## src/dcbo_pkg.sv

```systemverilog
// ==========================================================
// Block operation engine constants
package dcbo_pkg;
	localparam int unsigned OFF_W = 5;
	localparam int unsigned WORDS = 8;
	localparam int unsigned WCNT_W = 3;
	localparam logic [2:0] WCNT_LAST = 3'h7;

	// ======================================================
	// Register byte offsets
	localparam logic [7:0] REG_CMD = 8'h00;
	localparam logic [7:0] REG_BASE = 8'h04;
	localparam logic [7:0] REG_INDEX = 8'h08;
	localparam logic [7:0] REG_ATTR = 8'h0c;
	localparam logic [7:0] REG_CFG = 8'h10;
	localparam logic [7:0] REG_DAC = 8'h14;
	localparam logic [7:0] REG_STATUS = 8'h18;
	localparam logic [7:0] REG_EA = 8'h1c;
	localparam logic [7:0] REG_PEEK = 8'h20;
	localparam logic [7:0] REG_IRQ_STS = 8'h24;
	localparam logic [7:0] REG_IRQ_MASK = 8'h28;

	// ======================================================
	// Command fields and operation codes
	localparam int unsigned CMD_OP_LSB = 0;
	localparam int unsigned CMD_FIELD_LSB = 4;
	localparam logic [2:0] OP_STORE_MOD = 3'h1;
	localparam logic [2:0] OP_TOUCH = 3'h2;
	localparam logic [2:0] OP_TOUCH_ST = 3'h3;
	localparam logic [2:0] OP_ZERO = 3'h4;

	// ======================================================
	// Interrupt event bits
	localparam int unsigned EV_W = 5;
	localparam int unsigned EV_DONE = 0;
	localparam int unsigned EV_ALIGN = 1;
	localparam int unsigned EV_DSI = 2;
	localparam int unsigned EV_TLB = 3;
	localparam int unsigned EV_DBG = 4;

	typedef struct packed {
		logic xlate_valid;
		logic zone_readonly;
		logic zone_noaccess;
		logic user_mode;
		logic relocate;
		logic user_defined_attribute;
		logic write_back;
		logic cacheable;
	} dcbo_attr_t;

	typedef struct packed {
		logic dac_store_en;
		logic dac_load_en;
		logic user_attr_exception_enable;
	} dcbo_cfg_t;

	typedef struct packed {
		logic valid;
		logic write;
		logic [31:0] addr;
		logic [31:0] wdata;
	} dcbo_mem_req_t;

	localparam dcbo_attr_t ATTR_RESET = 8'h00;
	localparam dcbo_cfg_t CFG_RESET = 3'h0;
endpackage

```

## src/dcbo_block_ops.sv

```systemverilog
`timescale 1ns/1ps
`default_nettype none
module dcbo_block_ops #(
	parameter int unsigned LINES = 4
)
(
	input wire logic pclk,
	input wire logic presetn,
	input wire logic ce,
	input wire logic psel,
	input wire logic penable,
	input wire logic pwrite,
	input wire logic [7:0] paddr,
	input wire logic [31:0] pwdata,
	output logic pready,
	output logic [31:0] prdata,
	output logic pslverr,
	output dcbo_pkg::dcbo_mem_req_t mem_req,
	input wire logic mem_ready,
	input wire logic [31:0] mem_rdata,
	output logic irq
);
	localparam int unsigned IW = $clog2(LINES);
	localparam int unsigned TW = 32 - dcbo_pkg::OFF_W - IW;
	localparam int unsigned LW = 32 - dcbo_pkg::OFF_W;

	typedef enum logic [2:0] {
		ST_IDLE,
		ST_CHECK,
		ST_WB,
		ST_FILL,
		ST_ZERO,
		ST_DONE
	} dcbo_state_t;

	function automatic logic [IW+2:0] word_at(
		input logic [IW-1:0] line,
		input logic [2:0] w
	);
		return {line, w};
	endfunction

	function automatic logic reg_known(input logic [7:0] a);
		case (a)
			dcbo_pkg::REG_CMD, dcbo_pkg::REG_BASE, dcbo_pkg::REG_INDEX,
			dcbo_pkg::REG_ATTR, dcbo_pkg::REG_CFG, dcbo_pkg::REG_DAC,
			dcbo_pkg::REG_STATUS, dcbo_pkg::REG_EA, dcbo_pkg::REG_PEEK,
			dcbo_pkg::REG_IRQ_STS, dcbo_pkg::REG_IRQ_MASK:
				return 1'b1;
			default:
				return 1'b0;
		endcase
	endfunction

	dcbo_state_t state;
	dcbo_state_t next_state;
	logic [2:0] cmd_op;
	logic [4:0] base_register_field;
	logic [31:0] base_val;
	logic [31:0] index_register;
	dcbo_pkg::dcbo_attr_t attr;
	dcbo_pkg::dcbo_cfg_t core_config_register;
	logic [31:0] dac_addr;
	logic [31:0] effective_address;
	logic [dcbo_pkg::EV_W-1:0] irq_sts;
	logic [dcbo_pkg::EV_W-1:0] irq_msk;
	logic [dcbo_pkg::EV_W-1:0] ev;
	logic [dcbo_pkg::EV_W-1:0] next_ev;
	logic [2:0] wcnt;
	logic [LW-1:0] line_q;
	logic err_q;

	logic [TW-1:0] tag_mem [LINES];
	logic [31:0] data_mem [LINES*dcbo_pkg::WORDS];
	logic [LINES-1:0] vld;
	logic [LINES-1:0] dty;

	logic wr;
	logic start;
	logic [31:0] base_sel;
	logic [IW-1:0] idx;
	logic [TW-1:0] tag;
	logic hit;
	logic victim_dirty;
	logic is_touch;
	logic is_zero;
	logic cmp_store;
	logic tlb_x;
	logic dsi_x;
	logic align_x;
	logic dac_x;
	logic beat;
	logic last_beat;

	// ======================================================
	// Register bus
	assign pready = psel & penable & ce;
	assign pslverr = pready & err_q;
	assign wr = pready & pwrite;
	assign start = wr & (paddr == dcbo_pkg::REG_CMD) & (state == ST_IDLE);

	always_ff @(posedge pclk or negedge presetn)
	begin
		if (!presetn)
		begin
			cmd_op <= 3'h0;
			base_register_field <= 5'h00;
			base_val <= 32'h0000_0000;
			index_register <= 32'h0000_0000;
			attr <= dcbo_pkg::ATTR_RESET;
			core_config_register <= dcbo_pkg::CFG_RESET;
			dac_addr <= 32'h0000_0000;
			irq_msk <= 5'h00;
		end
		else if (ce && wr)
		begin
			// Busy command writes are dropped; other bits reserved
			if (start)
			begin
				cmd_op <= pwdata[dcbo_pkg::CMD_OP_LSB +: 3];
				base_register_field <= pwdata[dcbo_pkg::CMD_FIELD_LSB +: 5];
			end
			case (paddr)
				dcbo_pkg::REG_BASE:
					base_val <= pwdata;
				dcbo_pkg::REG_INDEX:
					index_register <= pwdata;
				dcbo_pkg::REG_ATTR:
					attr <= pwdata[7:0];
				dcbo_pkg::REG_CFG:
					core_config_register <= pwdata[2:0];
				dcbo_pkg::REG_DAC:
					dac_addr <= pwdata;
				dcbo_pkg::REG_IRQ_MASK:
					irq_msk <= pwdata[dcbo_pkg::EV_W-1:0];
				default:
					;
			endcase
		end
	end

	always_ff @(posedge pclk or negedge presetn)
	begin
		if (!presetn)
		begin
			prdata <= 32'h0000_0000;
			err_q <= 1'b0;
		end
		else if (ce && psel && !penable)
		begin
			err_q <= !reg_known(paddr);
			case (paddr)
				dcbo_pkg::REG_CMD:
					prdata <= {23'h00_0000, base_register_field, 1'b0,
						cmd_op};
				dcbo_pkg::REG_BASE:
					prdata <= base_val;
				dcbo_pkg::REG_INDEX:
					prdata <= index_register;
				dcbo_pkg::REG_ATTR:
					prdata <= {24'h00_0000, attr};
				dcbo_pkg::REG_CFG:
					prdata <= {29'h0000_0000, core_config_register};
				dcbo_pkg::REG_DAC:
					prdata <= dac_addr;
				dcbo_pkg::REG_STATUS:
					prdata <= {28'h000_0000, dty[idx], vld[idx], hit,
						state != ST_IDLE};
				dcbo_pkg::REG_EA:
					prdata <= effective_address;
				dcbo_pkg::REG_PEEK:
					prdata <= data_mem[word_at(idx, effective_address[4:2])];
				dcbo_pkg::REG_IRQ_STS:
					prdata <= {27'h000_0000, irq_sts};
				dcbo_pkg::REG_IRQ_MASK:
					prdata <= {27'h000_0000, irq_msk};
				default:
					prdata <= 32'h0000_0000;
			endcase
		end
	end

	// ======================================================
	// Address formation
	// Field comes with the command write itself, not the previous one
	assign base_sel = (pwdata[dcbo_pkg::CMD_FIELD_LSB +: 5] == 5'h00) ?
		32'h0000_0000 : base_val;

	always_ff @(posedge pclk or negedge presetn)
	begin
		if (!presetn)
			effective_address <= 32'h0000_0000;
		else if (ce && start)
			effective_address <= base_sel + index_register;
	end

	assign idx = effective_address[dcbo_pkg::OFF_W +: IW];
	assign tag = effective_address[31 -: TW];
	assign hit = vld[idx] & (tag_mem[idx] == tag);
	assign victim_dirty = vld[idx] & dty[idx] & !hit;

	// ======================================================
	// Fault and compare checks
	assign is_touch = (cmd_op == dcbo_pkg::OP_TOUCH) |
		(cmd_op == dcbo_pkg::OP_TOUCH_ST);
	assign is_zero = cmd_op == dcbo_pkg::OP_ZERO;
	// Zero is a store for faults; store-if-modified only for compare
	assign cmp_store = is_zero | (cmd_op == dcbo_pkg::OP_STORE_MOD);
	assign tlb_x = attr.relocate & !attr.xlate_valid;
	assign dsi_x = (attr.relocate &
		((attr.zone_noaccess & attr.user_mode) |
		(is_zero & attr.zone_readonly))) |
		(is_zero & attr.user_defined_attribute &
		core_config_register.user_attr_exception_enable);
	assign align_x = is_zero & !(attr.cacheable & attr.write_back);
	assign dac_x = (effective_address[31:dcbo_pkg::OFF_W] ==
		dac_addr[31:dcbo_pkg::OFF_W]) &
		(cmp_store ? core_config_register.dac_store_en
		: core_config_register.dac_load_en);

	// ======================================================
	// Sequencer
	assign beat = ce & mem_req.valid & mem_ready;
	assign last_beat = beat & (wcnt == dcbo_pkg::WCNT_LAST);

	always_comb
	begin
		next_state = state;
		next_ev = 5'h00;
		case (state)
			ST_IDLE:
				if (start)
					next_state = ST_CHECK;
			ST_CHECK:
			begin
				next_state = ST_DONE;
				if (!is_touch && !is_zero &&
					cmd_op != dcbo_pkg::OP_STORE_MOD)
					next_state = ST_DONE;
				else if (tlb_x || dsi_x)
				begin
					if (!is_touch)
						next_ev[tlb_x ? dcbo_pkg::EV_TLB : dcbo_pkg::EV_DSI] = 1'b1;
				end
				else if (align_x)
					next_ev[dcbo_pkg::EV_ALIGN] = 1'b1;
				else if (dac_x)
					next_ev[dcbo_pkg::EV_DBG] = 1'b1;
				else if (is_touch)
				begin
					if (attr.cacheable && !hit)
						next_state = victim_dirty ? ST_WB : ST_FILL;
				end
				else if (is_zero)
					next_state = (hit || !victim_dirty) ? ST_ZERO
						: ST_WB;
				else if (hit && dty[idx])
					next_state = ST_WB;
			end
			ST_WB:
				if (last_beat)
				begin
					if (is_touch)
						next_state = ST_FILL;
					else if (is_zero)
						next_state = ST_ZERO;
					else
						next_state = ST_DONE;
				end
			ST_FILL:
				if (last_beat)
					next_state = ST_DONE;
			ST_ZERO:
				next_state = ST_DONE;
			ST_DONE:
				next_state = ST_IDLE;
			default:
				next_state = ST_IDLE;
		endcase
	end

	always_ff @(posedge pclk or negedge presetn)
	begin
		if (!presetn)
			state <= ST_IDLE;
		else if (ce)
			state <= next_state;
	end

	always_ff @(posedge pclk or negedge presetn)
	begin
		if (!presetn)
			wcnt <= 3'h0;
		else if (ce && state == ST_CHECK)
			wcnt <= 3'h0;
		else if (beat)
			wcnt <= wcnt + 3'h1;
	end

	// Dirty victim's address first, the new line after its write-back
	always_ff @(posedge pclk or negedge presetn)
	begin
		if (!presetn)
			line_q <= '0;
		else if (ce && state == ST_CHECK)
			line_q <= victim_dirty ? {tag_mem[idx], idx}
				: effective_address[31:dcbo_pkg::OFF_W];
		else if (last_beat)
			line_q <= effective_address[31:dcbo_pkg::OFF_W];
	end

	// ======================================================
	// Main memory port
	assign mem_req.valid = (state == ST_WB) | (state == ST_FILL);
	assign mem_req.write = state == ST_WB;
	assign mem_req.addr = {line_q, wcnt, 2'b00};
	assign mem_req.wdata = data_mem[word_at(idx, wcnt)];

	// ======================================================
	// Line storage
	always_ff @(posedge pclk)
	begin
		if (ce && state == ST_FILL && beat)
			data_mem[word_at(idx, wcnt)] <= mem_rdata;
		if (ce && state == ST_ZERO)
			for (int w = 0; w < dcbo_pkg::WORDS; w++)
				data_mem[word_at(idx, 3'(w))] <= 32'h0000_0000;
		if ((ce && state == ST_ZERO) || (state == ST_FILL && last_beat))
			tag_mem[idx] <= tag;
	end

	always_ff @(posedge pclk or negedge presetn)
	begin
		if (!presetn)
		begin
			vld <= '0;
			dty <= '0;
		end
		else if (ce)
		begin
			if (state == ST_WB && last_beat)
				dty[idx] <= 1'b0;
			if (state == ST_FILL && last_beat)
			begin
				vld[idx] <= 1'b1;
				dty[idx] <= 1'b0;
			end
			if (state == ST_ZERO)
			begin
				vld[idx] <= 1'b1;
				dty[idx] <= 1'b1;
			end
		end
	end

	// ======================================================
	// Interrupts; a new event wins over a clear
	always_comb
	begin
		ev = (state == ST_CHECK) ? next_ev : 5'h00;
		ev[dcbo_pkg::EV_DONE] = state == ST_DONE;
	end

	always_ff @(posedge pclk or negedge presetn)
	begin
		if (!presetn)
			irq_sts <= 5'h00;
		else if (ce)
			irq_sts <= (irq_sts & ~((wr && paddr == dcbo_pkg::REG_IRQ_STS) ?
				pwdata[dcbo_pkg::EV_W-1:0] : 5'h00)) | ev;
	end

	assign irq = |(irq_sts & irq_msk);
endmodule
`default_nettype wire

```

## config.mk

```make
export PLATFORM = sky130hd
export DESIGN_NAME = dcbo_block_ops
export DESIGN_NICKNAME = d
export VERILOG_FILES = /design/src/dcbo_pkg.sv /design/src/dcbo_block_ops.sv
export SDC_FILE = /design/constraint.sdc
export NUM_CORES = 2
export LEC_CHECK = 0
export BUFFER_PORTS_ARGS = -buffer_cell sky130_fd_sc_hd__buf_2
export CORE_MARGIN = 1
export CORE_UTILIZATION = 51
export CTS_CLUSTER_DIAMETER = 80
export CTS_CLUSTER_SIZE = 30
export DETAILED_ROUTE_END_ITERATION = 7
export PLACE_DENSITY = 0.67
export SYNTH_ARGS = -nofsm -noshare
export SYNTH_HDL_FRONTEND = slang
export SYNTH_SLANG_ARGS = --single-unit
```

## constraint.sdc

```tcl
create_clock -name pclk -period 4.4 [get_ports pclk]
set_clock_uncertainty 0.1 [all_clocks]
set_input_delay 1.32 -clock pclk [delete_from_list [all_inputs] [get_ports pclk]]
set_output_delay 1.32 -clock pclk [all_outputs]
set_load 0.01 [all_outputs]
```

==> summary.txt <==
Outcome
  – Outcome: complete, but fails checks
  – Failing checks: setup timing

STA
  – Max Slew Vio Count: 0
  – Final min period: between 4 and 5 ns
  – Setup TNS: -1.504 ns
  – Final Setup Violations: 24
  – Slew @ Worst Pin: ~1.0 ns
  – RSZ-0062 raised after global routing: yes
  – Max Clk Rate: about 220 MHz
  – Post-route setup slack: -0.1701 ns
  – Final worst path period share: 103.9%
  – Relative slew slack: approximately a third
  – Hold Fails Final Rpt: 0
  – Hold slack: approximately 0.37 ns

Cells and area
  – Finished Core Util: between 50% and 60%
  – Area delta synth->final: 12.60%
  – Final design area excluding fillers: around 75,000 sq um
  – FILL cells: 11,050
  – Non-filler cells, final: ~8,800
  – Layout cell share with drive strength beyond 1: roughly 23%
  – Final net count: between 7,000 and 8,000

Worst setup path
  – CP Launch Type: register
  – Critical path endpoint category: output pin
  – CP peak stage delay: 0.54 ns
  – Arrival @ worst endpoint: around 3.2 ns
  – Worst EP required: 2.98 ns
  – Family with the most delay on the worst path: buffers and inverters
  – CP Class: reg2out
  – CP max FO: 24
  – CP max stage cell: mux4_2
  – Buf/Inv on CP: 3
  – Critical Path, Cell by Cell: clkbuf_16 > buf_16 > mux4_2 > a22oi_1 > nand4_1 > buf_2

Drt
  – Routed Antenna Nets: 0
  – Vias: around 58,000
  – Starting DRT DRC Count: a little under 8,000
  – Drc violations: 0
  – Drt wl/cell: 28.58 microns
  – Final WL: approximately 250 mm
  – Vias/cell: 6.586
  – Pre-antenna DRT Iters: 6

Power
  – Maximum VDD drop: 0.2758 mV
  – P_sw: 5.619 mW
  – Seq pwr share: between 50 and 60%
  – PD cells: ~290 nW/um^2
  – Clock power frac: around 37%
  – Sw Share: 25.67%
  – Static Leak: 26.68 nW
  – Total power draw: 21.88 mW
  – Comb power frac: 5.1%
  – Pint: between 15 and 20 mW

Floorplan
  – Core Rows: between 100 and 150
  – Die area: 132,500 sq um
  – Initial Utilization: between 50% and 60%
  – Die H: between 300 and 400 microns
  – Die Wd: 364.1 microns
  – I/O Pins: 180
  – Area of the core: 129,800 sq um

CTS
  – Root buffer cell: clkbuf_16
  – CTS buffer count: 68
  – Worst-skew pair later-pin latency: between 0.7 and 0.8 ns
  – CTS clk-pin slew, worst paths: 0.10 ns
  – H-Tree Level Count: 3
  – Hold buffer count at cts: 0
  – CTS tree: yes
  – Clock sink count: 1,355
  – Max Root-Sink Buffers: 3

GRT
  – First-pass GRT wire length: between 300 and 400 mm
  – Largest net degree at the start of global routing: 133
  – Vias in the first global route: approximately 55,000
  – Initial antenna violation count: 14
  – Grt ovf: 0
  – All-layer global routing usage: 37.21%

Placement
  – Post-Place Cell Area: 71,350 sq um
  – Buffers on Ports: around 180
  – Setup WS pre-CTS: -0.7280 ns
  – Placed insts: roughly 8,600
  – RePlAce Congestion: slightly below 1
  – Detailed placement HPWL: 160.1 mm

Synthesis
  – Synth warn: 0
  – Synth Flop Type: dfxtp_1
  – Most frequent cell after synthesis: nand2_1
  – Commonest cells post-synth: 2,299 x nand2_1, 1,083 x a21oi_1, 1,024 x dfxtp_1
  – Largest area contributor in the netlist: dfxtp_1
  – Post-synth EDFFs: 100
  – Cell variety after synth: 82
  – Synth top area share: between 30% and 40%
  – Share of the yosys chip area belonging to registers: between 40% and 50%
  – Top area cells in the synthesized netlist: dfxtp_1 31%, mux4_2 19%, nand2_1 13%
  – Avg Inst Size Synth: between 9 and 10 sq um
  – Synth Cell Area: 66,850 sq um
  – Seq cells post-synth: roughly 1,400
  – Async set or reset register ratio after synthesis: roughly 17%
  – Post-Synthesis Cells: ~7,000

Min path
  – Hold Path Class: reg2reg

Run
  – Max cap viols: 0
-- cell usage in the layout (no fill, tap or decap), types with 9 or more instances in the layout --
cell type  Yosys  layout
buf_12         2      85
inv_1         15      14
a22oi_1      209     145
o221ai_1      19      17
dfrtp_1      231     224
mux2i_1       61      61
edfxtp_1     100     100
o21ai_0       74      73
nor3_1        15      13
and3_1        10      10
a21o_1        24      24
diode_2        0       9
buf_2         86     175
a22oi_2        0      64
nand3_1       28      28
xor2_1        37      37
xnor2_1       34      34
nand2_1     2299    2264
dfxtp_1     1024    1024
nor2_4         2      46
mux4_2       572     572
clkbuf_16      0      80
nand2_2        1      36
a31oi_1       13      13
buf_6          3      12
ha_1          36      35
mux2_2       127     127
buf_4          4     291
a21oi_1     1083    1081
buf_16         0      14
nand4_1       46      46
nor2_1        85      33
nor2b_1       34      34
-- power groups by stage --
stage	clock network (mW)	logic, mW	registers (mW)
global placement	0	1.08	12.9
floorplan	0	0.597	12.9
global route	8.55	1.19	12.7
finish	8.10	1.11	12.7
detailed placement	0	1.10	12.9
CTS	8.16	1.10	12.7
-- layout make-up --
type	count	area, sq um	area share (%)
multi-input cells	4959	35740	47.48
flip-flops and latches	1355	29310	38.93
repair buffers	590	5578	7.410
well taps	1742	2180	2.895
clock buffers	80	1809	2.403
clock inverters	40	578.1	0.7679
inverters	16	60.06	0.07978
diodes	9	22.52	0.02992
-- metal layers --
layer / GRT usage, % / up-vias / wire [microns]
met5: 0 / - / 89
met3: 9.006 / 931 / 30990
li1: - / 24700 / -
met4: 22.75 / 14 / 16960
met1: 47.53 / 28400 / 90630
met2: 57.18 / 3855 / 112500
-- cell families (layout without fill, tap and decap cells) --
| family | after synthesis | count (layout) | share of synthesized area, % |
|---|---|---|---|
| XOR/XNOR | 75 | 75 | 1.027 |
| adder cells (fa/ha/maj) | 37 | 37 | 0.7037 |
| other | 1 | 11 | 0.005609 |
| buffers and inverters | 663 | 726 | 3.988 |
| flip-flops | 1355 | 1355 | 43.80 |
| AO/OA/AOI/OAI | 1503 | 1503 | 12.67 |
| multiplexers | 768 | 768 | 22.64 |
| AND/OR/NAND/NOR | 2574 | 2574 | 15.17 |
-- worst reg2reg max path: cells and delay by family, from the launching register on --
family | cells | cell delay, ns
flops | 1 | 0.51
buf+inv | 3 | 1.13
mux | 1 | 0.73
xor+xnor | 1 | 0.28
compound gates | 2 | 0.49
simple gates | 3 | 0.67
-- final timing paths --
| kind | start | end | slack (ns) | cells past startpoint |
|---|---|---|---|---|
| max reg2reg | effective_address[5] | line_q[17] | 0.38 | 10 |
| max in group asynchronous | presetn | index_register[4] | 2.86 | 2 |
| max | wcnt[0] | mem_req[29] | -0.17 | 6 |
| min | data_mem[7][16] | data_mem[7][16] | 0.37 | 2 |
| min reg2reg | data_mem[7][16] | data_mem[7][16] | 0.37 | 2 |
| min in group asynchronous | presetn | err_q | 0.49 | 1 |
-- state kept, by name, indices dropped and copies added (netlist names), 8 cells and up, named ones only --
name,flops
data_mem,1024
tag_mem,100
base_val,32
dac_addr,32
effective_address,32
index_register,32
prdata,32
line_q,27
attr,8
-- timing repair --
item / 4_1_cts / 5_1_grt
setup buffers: 26 / 26
gates resized for setup: 75 / 53
cloned: 9 / 10
setup endpoints to repair: 32 / 32
hold endpoints to repair: 0 / 0
pin swaps: 25 / 50
No activity file was read; power rests on OpenSTA's default activity.
